File: config.mk
export PLATFORM = sky130hd
export DESIGN_NAME = rvp_ctrl
export DESIGN_NICKNAME = d
export VERILOG_FILES = /design/src/design/rvp_pkg.sv /design/src/design/rvp_timer.sv /design/src/design/rvp_ctrl.sv
export SDC_FILE = /design/constraint.sdc
export NUM_CORES = 1
export LEC_CHECK = 0
export ABC_AREA = 1
export BUFFER_PORTS_ARGS = -buffer_cell sky130_fd_sc_hd__buf_2
export CAP_MARGIN = 0
export CELL_PAD_IN_SITES_DETAIL_PLACEMENT = 0
export CELL_PAD_IN_SITES_GLOBAL_PLACEMENT = 2
export CORE_ASPECT_RATIO = 0.5
export CORE_MARGIN = 4
export CORE_UTILIZATION = 38
export CTS_CLUSTER_SIZE = 12
export DETAILED_ROUTE_END_ITERATION = 10
export MAX_ROUTING_LAYER = met4
export PLACE_DENSITY_LB_ADDON = 0.08
export SYNTH_ARGS = -nofsm -noshare
export SYNTH_HDL_FRONTEND = slang
export SYNTH_SLANG_ARGS = --single-unit
File: constraint.sdc
create_clock -name i_ref_clk -period 3.5 [get_ports i_ref_clk]
set_clock_uncertainty 0.1 [all_clocks]
set_input_delay 0.525 -clock i_ref_clk [delete_from_list [all_inputs] [get_ports i_ref_clk]]
set_output_delay 0.525 -clock i_ref_clk [all_outputs]
set_load 0.005 [all_outputs]
File: src/design/rvp_pkg.sv
// Package: register map, field positions, timing and carrier types
package rvp_pkg;

  // Register offsets (command codes)
  localparam logic [7:0] ADDR_STATUS_INFO_ONE = 8'h3a;
  localparam logic [7:0] ADDR_CONTROL_WORD_ONE = 8'h3c;
  localparam logic [7:0] ADDR_CONTROL_WORD_TWO = 8'h3d;
  localparam logic [7:0] ADDR_REV_OUT_VOLTAGE = 8'h49;
  localparam logic [7:0] ADDR_REV_OUT_CUR_LIMIT = 8'h4a;

  // Reset values
  localparam logic [15:0] RST_CONTROL_WORD_ONE = 16'h0000;
  localparam logic [15:0] RST_CONTROL_WORD_TWO = 16'h0000;
  localparam logic [15:0] RST_REV_OUT_VOLTAGE = 16'h0000;
  localparam logic [15:0] RST_REV_OUT_CUR_LIMIT = 16'h0200;
  localparam logic [15:0] REV_VOLT_FIELD_MASK = 16'h7ff8;

  // Control word one fields
  localparam int C1_REV_ENABLE = 11;
  localparam int C1_PWR_MON_ENABLE = 3;
  // Control word two fields
  localparam int C2_REV_DEB_SEL = 13;
  localparam int C2_WOC_DEB_SEL = 11;
  localparam int C2_ASG_FORCE_OFF = 5;
  localparam int C2_CMP_REF_SEL = 4;
  localparam int C2_CMP_DISABLE = 3;
  localparam int C2_CMP_INVERT = 2;
  localparam int C2_WOC_DISABLE = 1;
  localparam int C2_BOV_DISABLE = 0;
  // Status info one fields
  localparam int S1_REF_ON = 15;
  localparam int S1_MODE_HI = 6;
  localparam int S1_MODE_LO = 5;
  localparam logic [1:0] MODE_REVERSE = 2'h3;
  localparam logic [1:0] MODE_OTHER = 2'h0;

  // Timing, figures in ns, counts derived for the reference clock
  localparam int unsigned CLK_PERIOD_NS = 8;
  localparam int unsigned T_REV_DEB_LONG_NS = 1300000000;
  localparam int unsigned T_REV_DEB_SHORT_NS = 150000000;
  localparam int unsigned T_REV_UV_NS = 32000000;
  localparam int unsigned T_RECOVER_NS = 100000;
  localparam int unsigned T_ADP_OV_NS = 10000;
  localparam int unsigned T_BAT_OV_NS = 1000000;
  localparam int unsigned T_WOC_WIN_NS = 10000;
  localparam int unsigned T_WOC_ACC_NS = 50000000;
  localparam int unsigned CY_REV_DEB_LONG =
    (T_REV_DEB_LONG_NS + CLK_PERIOD_NS - 1) / CLK_PERIOD_NS;
  localparam int unsigned CY_REV_DEB_SHORT =
    (T_REV_DEB_SHORT_NS + CLK_PERIOD_NS - 1) / CLK_PERIOD_NS;
  localparam int unsigned CY_REV_UV =
    (T_REV_UV_NS + CLK_PERIOD_NS - 1) / CLK_PERIOD_NS;
  localparam int unsigned CY_RECOVER =
    (T_RECOVER_NS + CLK_PERIOD_NS - 1) / CLK_PERIOD_NS;
  localparam int unsigned CY_ADP_OV =
    (T_ADP_OV_NS + CLK_PERIOD_NS - 1) / CLK_PERIOD_NS;
  localparam int unsigned CY_BAT_OV =
    (T_BAT_OV_NS + CLK_PERIOD_NS - 1) / CLK_PERIOD_NS;
  localparam int unsigned CY_WOC_WIN = T_WOC_WIN_NS / CLK_PERIOD_NS;
  localparam int unsigned CY_WOC_ACC = T_WOC_ACC_NS / CLK_PERIOD_NS;
  localparam logic [2:0] WOC_TRIP_COUNT = 3'h7;

  // Timer slots
  localparam int TM_REV_DEB = 0;
  localparam int TM_REV_UV = 1;
  localparam int TM_REV_OV = 2;
  localparam int TM_ADP_SET = 3;
  localparam int TM_ADP_CLR = 4;
  localparam int TM_BOV_SET = 5;
  localparam int TM_BOV_CLR = 6;
  localparam int TM_OT_CLR = 7;
  localparam int TM_WOC_WIN = 8;
  localparam int TM_WOC_ACC = 9;
  localparam int TM_WOC_DEB = 10;
  localparam int TM_COUNT = 11;

  // Reverse mode states, Gray along off-debounce-run
  typedef enum logic [2:0] {
    RV_OFF = 3'h0,
    RV_DEBOUNCE = 3'h1,
    RV_RUN = 3'h3,
    RV_OV_HOLD = 3'h2
  } rvp_rev_state_t;

  // Register access from the command layer
  typedef struct packed {
    logic wr;
    logic rd;
    logic [7:0] addr;
    logic [15:0] wdata;
  } rvp_reg_req_t;

  // Comparator results and pin levels from the analog side
  typedef struct packed {
    logic adp_valid;
    logic vbat_above_min;
    logic battery_absent_pin;
    logic single_cell;
    logic reverse_enable_pin;
    logic input_sense_below_ov;
    logic rev_at_target;
    logic rev_uv;
    logic rev_ov;
    logic cmp_above_ref;
    logic adp_ov;
    logic adp_below_low;
    logic bat_ov;
    logic bat_below_half;
    logic sys_ov;
    logic sys_below_hyst;
    logic woc_trip;
    logic ot_high;
    logic ot_below_low;
  } rvp_sense_t;

endpackage

File: src/design/rvp_timer.sv
// Qualification timer: counts while run is held, reports reaching limit
`timescale 1ns/10ps
`default_nettype none
module rvp_timer #(
  parameter int W = 32
) (
  input wire logic i_ref_clk,
  input wire logic i_reset,
  input wire logic i_run,
  input wire logic [W-1:0] i_limit,
  output logic o_done
);

  logic [W-1:0] cnt_q; // Elapsed cycles of the current run

  // Count up while run holds, saturate at limit, restart when run drops
  always_ff @(posedge i_ref_clk)
  begin
    if (i_reset || !i_run)
    begin
      cnt_q <= '0;
    end
    else if (cnt_q != i_limit)
    begin
      cnt_q <= cnt_q + 1'b1;
    end
  end

  // Level, high while run holds and the limit has been reached
  assign o_done = i_run && (cnt_q == i_limit);

endmodule
`default_nettype wire

File: src/design/rvp_ctrl.sv
// Reverse output sequencing, shared-pin comparator and fault supervisor
`timescale 1ns/10ps
`default_nettype none
module rvp_ctrl #(
  parameter int unsigned P_REV_DEB_LONG = rvp_pkg::CY_REV_DEB_LONG,
  parameter int unsigned P_REV_DEB_SHORT = rvp_pkg::CY_REV_DEB_SHORT,
  parameter int unsigned P_REV_UV = rvp_pkg::CY_REV_UV,
  parameter int unsigned P_RECOVER = rvp_pkg::CY_RECOVER,
  parameter int unsigned P_ADP_OV = rvp_pkg::CY_ADP_OV,
  parameter int unsigned P_BAT_OV = rvp_pkg::CY_BAT_OV,
  parameter int unsigned P_WOC_WIN = rvp_pkg::CY_WOC_WIN,
  parameter int unsigned P_WOC_ACC = rvp_pkg::CY_WOC_ACC
) (
  input wire logic i_ref_clk,
  input wire logic i_reset,
  input wire rvp_pkg::rvp_reg_req_t i_reg,
  input wire rvp_pkg::rvp_sense_t i_sense,
  output logic [15:0] o_reg_rdata,
  output logic o_switch_en,
  output logic o_adapter_switch_gate,
  output logic o_battery_switch_gate,
  output logic o_adapter_present_flag,
  output logic o_shared_out_pin,
  output logic o_cmp_ref_high,
  output logic [15:0] o_rev_voltage_target,
  output logic [15:0] o_rev_current_limit
);

  ////////////////////////////////////////////////////////////////////////
  // Input synchronisers
  rvp_pkg::rvp_sense_t meta_q; // First stage, read by the second only
  rvp_pkg::rvp_sense_t sn; // Settled comparator results

  // Two flops on every analog result; first stage feeds nothing else
  always_ff @(posedge i_ref_clk)
  begin
    if (i_reset)
    begin
      meta_q <= '0;
      sn <= '0;
    end
    else
    begin
      meta_q <= i_sense;
      sn <= meta_q;
    end
  end

  ////////////////////////////////////////////////////////////////////////
  // Registers
  logic [15:0] ctl1_q; // Control word one
  logic [15:0] ctl2_q; // Control word two
  logic [15:0] vout_q; // Reverse output voltage
  logic [15:0] ilim_q; // Reverse output current limit
  logic [15:0] info_d; // Status info one, live
  logic [15:0] rdata_d;
  rvp_pkg::rvp_rev_state_t st_q; // Reverse sequencer state
  rvp_pkg::rvp_rev_state_t st_d;

  // Write decode; unmapped and read-only addresses ignore writes
  always_ff @(posedge i_ref_clk)
  begin
    if (i_reset)
    begin
      ctl1_q <= rvp_pkg::RST_CONTROL_WORD_ONE;
      ctl2_q <= rvp_pkg::RST_CONTROL_WORD_TWO;
      vout_q <= rvp_pkg::RST_REV_OUT_VOLTAGE;
      ilim_q <= rvp_pkg::RST_REV_OUT_CUR_LIMIT;
    end
    else if (i_reg.wr)
    begin
      case (i_reg.addr)
        rvp_pkg::ADDR_CONTROL_WORD_ONE: ctl1_q <= i_reg.wdata;
        rvp_pkg::ADDR_CONTROL_WORD_TWO: ctl2_q <= i_reg.wdata;
        rvp_pkg::ADDR_REV_OUT_VOLTAGE:
          vout_q <= i_reg.wdata & rvp_pkg::REV_VOLT_FIELD_MASK;
        rvp_pkg::ADDR_REV_OUT_CUR_LIMIT: ilim_q <= i_reg.wdata;
        default: ;
      endcase
    end
  end

  // Internal reference runs with adapter, or battery-only with monitor on
  logic ref_on;
  assign ref_on = sn.adp_valid || ctl1_q[rvp_pkg::C1_PWR_MON_ENABLE];

  // Status info: reference state and operating mode
  always_comb
  begin
    info_d = '0;
    info_d[rvp_pkg::S1_REF_ON] = ref_on;
    info_d[rvp_pkg::S1_MODE_HI:rvp_pkg::S1_MODE_LO] =
      (st_q == rvp_pkg::RV_RUN) ? rvp_pkg::MODE_REVERSE
                                : rvp_pkg::MODE_OTHER;
  end

  // Read mux; unmapped addresses read zero
  always_comb
  begin
    case (i_reg.addr)
      rvp_pkg::ADDR_STATUS_INFO_ONE: rdata_d = info_d;
      rvp_pkg::ADDR_CONTROL_WORD_ONE: rdata_d = ctl1_q;
      rvp_pkg::ADDR_CONTROL_WORD_TWO: rdata_d = ctl2_q;
      rvp_pkg::ADDR_REV_OUT_VOLTAGE: rdata_d = vout_q;
      rvp_pkg::ADDR_REV_OUT_CUR_LIMIT: rdata_d = ilim_q;
      default: rdata_d = '0;
    endcase
  end

  // Read data held until the next read strobe
  always_ff @(posedge i_ref_clk)
  begin
    if (i_reset)
    begin
      o_reg_rdata <= '0;
    end
    else if (i_reg.rd)
    begin
      o_reg_rdata <= rdata_d;
    end
  end

  ////////////////////////////////////////////////////////////////////////
  // Delay timers
  logic [rvp_pkg::TM_COUNT-1:0] tm_run;
  logic [rvp_pkg::TM_COUNT-1:0] tm_done;
  logic [31:0] tm_lim [rvp_pkg::TM_COUNT];
  logic adp_flt_q, bov_flt_q, sys_flt_q, ot_flt_q, woc_flt_q;
  logic [2:0] woc_cnt_q; // Trips counted in this accumulation window
  logic woc_seen_q; // A trip was already counted in this sample window
  logic woc_tick_q; // Sample window just ended; restarts its timer
  logic rev_en, cmp_en, rev_qual;

  // One timer per delay; all delays are clocked counts
  genvar gi;
  generate
    for (gi = 0; gi < rvp_pkg::TM_COUNT; gi++)
    begin : g_tm
      rvp_timer #(.W(32)) u_tm (
        .i_ref_clk(i_ref_clk),
        .i_reset(i_reset),
        .i_run(tm_run[gi]),
        .i_limit(tm_lim[gi]),
        .o_done(tm_done[gi])
      );
    end
  endgenerate

  // Limits; debounce length chosen per use by its select bit
  always_comb
  begin
    tm_lim[rvp_pkg::TM_REV_DEB] = ctl2_q[rvp_pkg::C2_REV_DEB_SEL] ?
      P_REV_DEB_SHORT : P_REV_DEB_LONG;
    tm_lim[rvp_pkg::TM_REV_UV] = P_REV_UV;
    tm_lim[rvp_pkg::TM_REV_OV] = P_RECOVER;
    tm_lim[rvp_pkg::TM_ADP_SET] = P_ADP_OV;
    tm_lim[rvp_pkg::TM_ADP_CLR] = P_RECOVER;
    tm_lim[rvp_pkg::TM_BOV_SET] = P_BAT_OV;
    tm_lim[rvp_pkg::TM_BOV_CLR] = P_BAT_OV;
    tm_lim[rvp_pkg::TM_OT_CLR] = P_RECOVER;
    tm_lim[rvp_pkg::TM_WOC_WIN] = P_WOC_WIN;
    tm_lim[rvp_pkg::TM_WOC_ACC] = P_WOC_ACC;
    tm_lim[rvp_pkg::TM_WOC_DEB] = ctl2_q[rvp_pkg::C2_WOC_DEB_SEL] ?
      P_REV_DEB_SHORT : P_REV_DEB_LONG;
  end

  // Run conditions: each timer measures one held condition
  always_comb
  begin
    tm_run[rvp_pkg::TM_REV_DEB] = (st_q == rvp_pkg::RV_DEBOUNCE);
    tm_run[rvp_pkg::TM_REV_UV] = (st_q == rvp_pkg::RV_RUN) && sn.rev_uv;
    tm_run[rvp_pkg::TM_REV_OV] = (st_q == rvp_pkg::RV_OV_HOLD) && !sn.rev_ov;
    tm_run[rvp_pkg::TM_ADP_SET] = !adp_flt_q && sn.adp_ov;
    tm_run[rvp_pkg::TM_ADP_CLR] = adp_flt_q && sn.adp_below_low;
    tm_run[rvp_pkg::TM_BOV_SET] = !bov_flt_q && sn.bat_ov;
    tm_run[rvp_pkg::TM_BOV_CLR] = bov_flt_q && sn.bat_below_half;
    tm_run[rvp_pkg::TM_OT_CLR] = ot_flt_q && sn.ot_below_low;
    tm_run[rvp_pkg::TM_WOC_WIN] = !woc_tick_q;
    tm_run[rvp_pkg::TM_WOC_ACC] = (woc_cnt_q != 3'h0) && !woc_flt_q;
    tm_run[rvp_pkg::TM_WOC_DEB] = woc_flt_q;
  end

  // Window end is registered so that done never feeds run directly
  always_ff @(posedge i_ref_clk)
  begin
    if (i_reset)
    begin
      woc_tick_q <= 1'b0;
    end
    else
    begin
      woc_tick_q <= tm_done[rvp_pkg::TM_WOC_WIN];
    end
  end

  ////////////////////////////////////////////////////////////////////////
  // Protection faults
  // Adapter overvoltage: qualify on entry and on recovery
  always_ff @(posedge i_ref_clk)
  begin
    if (i_reset)
    begin
      adp_flt_q <= 1'b0;
    end
    else if (tm_done[rvp_pkg::TM_ADP_SET])
    begin
      adp_flt_q <= 1'b1;
    end
    else if (tm_done[rvp_pkg::TM_ADP_CLR])
    begin
      adp_flt_q <= 1'b0;
    end
  end

  // Battery overvoltage; cell-count margin lives in the analog threshold
  always_ff @(posedge i_ref_clk)
  begin
    if (i_reset || ctl2_q[rvp_pkg::C2_BOV_DISABLE])
    begin
      bov_flt_q <= 1'b0;
    end
    else if (tm_done[rvp_pkg::TM_BOV_SET])
    begin
      bov_flt_q <= 1'b1;
    end
    else if (tm_done[rvp_pkg::TM_BOV_CLR])
    begin
      bov_flt_q <= 1'b0;
    end
  end

  // System overvoltage: no debounce either way, hysteresis is analog
  always_ff @(posedge i_ref_clk)
  begin
    if (i_reset)
    begin
      sys_flt_q <= 1'b0;
    end
    else if (sn.sys_ov)
    begin
      sys_flt_q <= 1'b1;
    end
    else if (sn.sys_below_hyst)
    begin
      sys_flt_q <= 1'b0;
    end
  end

  // Over-temperature: immediate trip, delayed restart
  always_ff @(posedge i_ref_clk)
  begin
    if (i_reset)
    begin
      ot_flt_q <= 1'b0;
    end
    else if (sn.ot_high)
    begin
      ot_flt_q <= 1'b1;
    end
    else if (tm_done[rvp_pkg::TM_OT_CLR])
    begin
      ot_flt_q <= 1'b0;
    end
  end

  // Gross overcurrent: one count per sample window, seven trip at once
  always_ff @(posedge i_ref_clk)
  begin
    if (i_reset || ctl2_q[rvp_pkg::C2_WOC_DISABLE])
    begin
      woc_cnt_q <= 3'h0;
      woc_seen_q <= 1'b0;
      woc_flt_q <= 1'b0;
    end
    else if (woc_flt_q)
    begin
      // Count is cleared and held at zero during the retry debounce
      woc_cnt_q <= 3'h0;
      woc_seen_q <= 1'b0;
      woc_flt_q <= !tm_done[rvp_pkg::TM_WOC_DEB];
    end
    else if (sn.woc_trip && !woc_seen_q)
    begin
      woc_seen_q <= 1'b1;
      if (woc_cnt_q == rvp_pkg::WOC_TRIP_COUNT - 3'h1)
      begin
        woc_flt_q <= 1'b1;
      end
      else
      begin
        woc_cnt_q <= woc_cnt_q + 3'h1;
      end
    end
    else
    begin
      if (tm_done[rvp_pkg::TM_WOC_WIN])
      begin
        woc_seen_q <= 1'b0;
      end
      if (tm_done[rvp_pkg::TM_WOC_ACC])
      begin
        woc_cnt_q <= 3'h0; // Window lapsed below seven
      end
    end
  end

  ////////////////////////////////////////////////////////////////////////
  // Reverse output sequencer
  // Comparator owns the shared pins whenever its disable bit is clear
  assign cmp_en = !ctl2_q[rvp_pkg::C2_CMP_DISABLE];
  assign rev_en = ctl1_q[rvp_pkg::C1_REV_ENABLE];
  // With the comparator on, the enable pin is not consulted
  assign rev_qual = rev_en && sn.vbat_above_min && !sn.battery_absent_pin
    && !sn.single_cell && !woc_flt_q
    && (cmp_en || sn.reverse_enable_pin);

  // Next state
  always_comb
  begin
    st_d = st_q;
    case (st_q)
      rvp_pkg::RV_OFF:
        if (rev_qual)
        begin
          st_d = rvp_pkg::RV_DEBOUNCE;
        end
      rvp_pkg::RV_DEBOUNCE:
        if (!rev_qual)
        begin
          st_d = rvp_pkg::RV_OFF;
        end
        else if (tm_done[rvp_pkg::TM_REV_DEB] && sn.input_sense_below_ov)
        begin
          st_d = rvp_pkg::RV_RUN;
        end
      rvp_pkg::RV_RUN:
        if (!rev_qual)
        begin
          st_d = rvp_pkg::RV_OFF;
        end
        else if (sn.rev_ov)
        begin
          st_d = rvp_pkg::RV_OV_HOLD;
        end
        else if (tm_done[rvp_pkg::TM_REV_UV])
        begin
          st_d = rvp_pkg::RV_DEBOUNCE;
        end
      rvp_pkg::RV_OV_HOLD:
        if (!rev_qual)
        begin
          st_d = rvp_pkg::RV_OFF;
        end
        else if (tm_done[rvp_pkg::TM_REV_OV])
        begin
          st_d = rvp_pkg::RV_RUN;
        end
      default: st_d = rvp_pkg::RV_OFF;
    endcase
  end

  // State register
  always_ff @(posedge i_ref_clk)
  begin
    if (i_reset)
    begin
      st_q <= rvp_pkg::RV_OFF;
    end
    else
    begin
      st_q <= st_d;
    end
  end

  ////////////////////////////////////////////////////////////////////////
  // Outputs, all registered
  logic any_flt;
  logic rev_busy; // Reverse requested but not yet (or no longer) running
  assign any_flt = adp_flt_q || bov_flt_q || sys_flt_q || ot_flt_q
    || woc_flt_q;
  assign rev_busy = (st_q == rvp_pkg::RV_DEBOUNCE)
    || (st_q == rvp_pkg::RV_OV_HOLD);

  // Power stage controls
  always_ff @(posedge i_ref_clk)
  begin
    if (i_reset)
    begin
      o_switch_en <= 1'b0;
      o_adapter_switch_gate <= 1'b0;
      o_battery_switch_gate <= 1'b0;
      o_adapter_present_flag <= 1'b0;
    end
    else
    begin
      o_switch_en <= !any_flt && !rev_busy;
      // Debounce entry after undervoltage keeps the gate off
      o_adapter_switch_gate <= !adp_flt_q && !woc_flt_q && !rev_busy
        && !ctl2_q[rvp_pkg::C2_ASG_FORCE_OFF];
      o_battery_switch_gate <= adp_flt_q
        || (st_q != rvp_pkg::RV_OFF);
      o_adapter_present_flag <= sn.adp_valid && !adp_flt_q
        && !woc_flt_q;
    end
  end

  // Shared output pin: comparator, output good, or low
  always_ff @(posedge i_ref_clk)
  begin
    if (i_reset)
    begin
      o_shared_out_pin <= 1'b0;
      o_cmp_ref_high <= 1'b0;
      o_rev_voltage_target <= rvp_pkg::RST_REV_OUT_VOLTAGE;
      o_rev_current_limit <= rvp_pkg::RST_REV_OUT_CUR_LIMIT;
    end
    else
    begin
      if (cmp_en)
      begin
        o_shared_out_pin <= ref_on
          && (sn.cmp_above_ref ^ ctl2_q[rvp_pkg::C2_CMP_INVERT]);
      end
      else
      begin
        o_shared_out_pin <= rev_en && (st_q == rvp_pkg::RV_RUN)
          && sn.rev_at_target && !sn.rev_uv;
      end
      o_cmp_ref_high <= ctl2_q[rvp_pkg::C2_CMP_REF_SEL];
      o_rev_voltage_target <= vout_q;
      o_rev_current_limit <= ilim_q;
    end
  end
endmodule
`default_nettype wire

==> key figures <==
Synth
  • Ys Warns: 0
  • Share of the synthesized area in the top cell type: approximately 43%
  • Synth area leaders: dfxtp_1 43%, nand2_1 9.1%, inv_1 8.7%
  • Post-synthesis sequential area ratio: 43.1%
  • Mean Syn Cell Area: between 6 and 7 sq um
  • Post-synth top cells: 579 x nand2_1, 553 x inv_1, 512 x dfxtp_1
  • Top-count cell post-synth: nand2_1
  • Synth Register Bits: 512
  • Syn Inst Count: around 3.4k
  • Synthesized area: approximately 0.024 sq mm
  • Synth async-reset ratio: 0%
  • Primary FF master, synth: dfxtp_1
  • Synth unique cells: 47
  • Area leader, netlist: dfxtp_1
  • Post-synth EDFFs: 0

Routing
  • Routed Antenna Nets: 0
  • Wire per inst: 14.0 um
  • 1st-iter DRT viols: 1,146
  • Vias/cell: approximately 4.9
  • DRC errors left: 0
  • Routed wire length: a little over 60,000 um
  • DR pass1 iterations: 5
  • Vias: approximately 21k

GRT
  • GRT Total Usage: 18.8%
  • Initial antenna violation count: 0
  • First-pass GRT wire length: between 100,000 and 150,000 um
  • Total grt overflow: 0
  • Vias in the first global route: between 20k and 25k
  • Largest net degree at the start of global routing: 57

Clock network
  • Root Driver: clkbuf_16
  • CTS Buf Count: 52
  • CTS Buffer Depth: 3
  • Clock sinks: between 500 and 600
  • Clock transition at the registers of the reported paths: ~60 ps
  • Clock Latency Late Sink: 590 ps
  • Hold buffer count at CTS: 0
  • Setup bufs post-CTS: 0
  • Max H-tree Level: 2
  • CTS tree: yes
  • Post-cts gate resize count: 0

STA
  • Crit share post-route: between 70% and 80%
  • Max Slew Vio Count: 0
  • Min Tclk post-route: roughly 2600 ps
  • F_max: roughly 380 MHz
  • Post-Route Setup TNS: 0 ps
  • Final setup vio count: 0
  • Worst-margin pin slew: 913 ps
  • Slew margin rel.: about two fifths
  • Final Hold Fails: 0
  • Setup WS post-layout: 868 ps
  • RSZ-0062 raised after global routing: false

Worst setup path
  • Crit Path Class: reg2reg
  • Reg-to-reg startpoint: woc_cnt_q[0]
  • FF-to-FF setup slack: 870 ps
  • CP arrival: approximately 3000 ps
  • Worst setup SP type: flop
  • Crit Path Max Fanout: 20
  • CP endpoint kind: flop
  • Reg2reg end: g_tm[9].u_tm.cnt_q[29]
  • Reg2reg path depth: 8
  • Critical Path RT: slightly below 4000 ps

Placed design
  • Detailed placement HPWL: between 40,000 and 50,000 um
  • Placed cell areas: 0.0252 sq mm
  • Gpl congestion: around 0.83
  • Port bufs: between 90 and 100
  • Pre-CTS setup slack: between 600 and 700 ps

Floorplanning
  • Full die area: between 0.06 and 0.07 sq mm
  • Core Region: slightly above 0.06 sq mm
  • Num rows: 64
  • Die height: about 180 um
  • Die width: around 360 um
  • Initial Utilization: ~39%
  • IO Pins: 101

Layout
  • Final core occ: a little over two fifths
  • Synth-to-Final Area Change: 12.2%
  • Total inserted antenna cells: 0
  • Fraction of layout cells with a size suffix above 1: 7.28%
  • Final instance area: 0.0267 sq mm
  • # nets final: ~3.6k

Power and ir drop
  • Maximum VDD drop: 0.000345 V
  • Power density over cell area: about 430 mW/mm^2
  • Static leakage: 9.33 nW

Hold path
  • Worst Hold Depth: 3
  • Worst min-delay path endpoint: meta_q[4]
  • HP Start: i_sense[4]
  • Tightest Hold Check Type: in2reg

Job
  • Max_cap viols: 0

Run status
  • Status: finished, final reports clean
state kept, by name, indices dropped and copies added (netlist names), 2 cells and up:
name and flops:
ilim_q 16, st_q 2, o_rev_current_limit 16, g_tm.u_tm.cnt_q 352
o_rev_voltage_target 12, o_reg_rdata 16, sn 19, meta_q 19
ctl2_q 16, ctl1_q 16, vout_q 12, woc_cnt_q 3
cells by family after synthesis:
| group | count (synthesis) | synth area share (%) |
|---|---|---|
| and+or+nand+nor | 1545 | 29.3 |
| AOI/OAI and AO/OA | 704 | 15.4 |
| buffers and inverters | 625 | 9.93 |
| DFF | 512 | 43.1 |
| adders and majority gates | 30 | 1.58 |
| xor gates and xnor gates | 21 | 0.773 |
| other | 1 | 0.0158 |
worst max-delay path by stage:
stage / start / to / depth (start not counted)
finish: woc_cnt_q[0] / g_tm[9].u_tm.cnt_q[29] / 8
global route: woc_cnt_q[0] / g_tm[9].u_tm.cnt_q[29] / 8
CTS: woc_cnt_q[0] / g_tm[9].u_tm.cnt_q[29] / 8
detailed placement: i_reg[23] / ctl1_q[3] / 7
global placement: i_reg[23] / ctl1_q[11] / 7
floorplan: g_tm[3].u_tm.cnt_q[0] / g_tm[3].u_tm.cnt_q[28] / 12
cell usage in the layout (no fill, tap or decap), types with 29 or more instances in the layout:
cell type  count
a21oi_1      368
o21ai_0      264
buf_2         95
dfxtp_1      512
nand2_1      579
nor3_1       162
nor2_1       389
inv_1        553
clkbuf_16     53
or2_2         29
ha_1          30
nand4_1       83
nand3_1      181
nor4_1        53
cell type report:
| class | instances | area [sq um] |
|---|---|---|
| fillers | 6605 | 34900 |
| clock inverters | 10 | 57.6 |
| inverters | 559 | 2100 |
| clock buffers | 74 | 1480 |
| well taps | 825 | 1030 |
| repair buffers | 111 | 596 |
| multi-input cells | 2304 | 11200 |
| flip-flops and latches | 512 | 10200 |
through the flow:
step                      total power [mW]  cells  hold slack, ps
after floorplan                       6.29   3441             288
after global placement                6.45   4311             290
after detailed placement              6.46   4311             293
after CTS                             11.8   4395          0.0687
after global routing                  12.1   4395            20.7
final                                 11.6   4395            39.8
worst max-delay path, stage by stage, from the launching register on:
cell	delay [ps]
dfxtp_1	380
inv_1	80
ha_1	200
a21oi_1	150
inv_1	70
nor2_1	610
inv_1	560
a31oi_1	290
o21a_1	140
where the power goes:
group / switching (mW) / total (mW) / internal [mW]
sequential: 0.0335 / 5.92 / 5.89
combinational: 0.265 / 0.393 / 0.128
clock: 2.36 / 5.26 / 2.90
total: 2.65 / 11.6 / 8.92
metal layers:
| metal | GRT usage (%) | up-vias | share of wire, % |
|---|---|---|---|
| li1 | - | 11500 | - |
| met1 | 24.2 | 9716 | 49 |
| met2 | 31.7 | 207 | 46 |
| met3 | 2.73 | 75 | 2.8 |
| met4 | 3.60 | 0 | 1.7 |
| met5 | - | - | 0 |
Note: power is estimated with default switching activity, not from simulation.
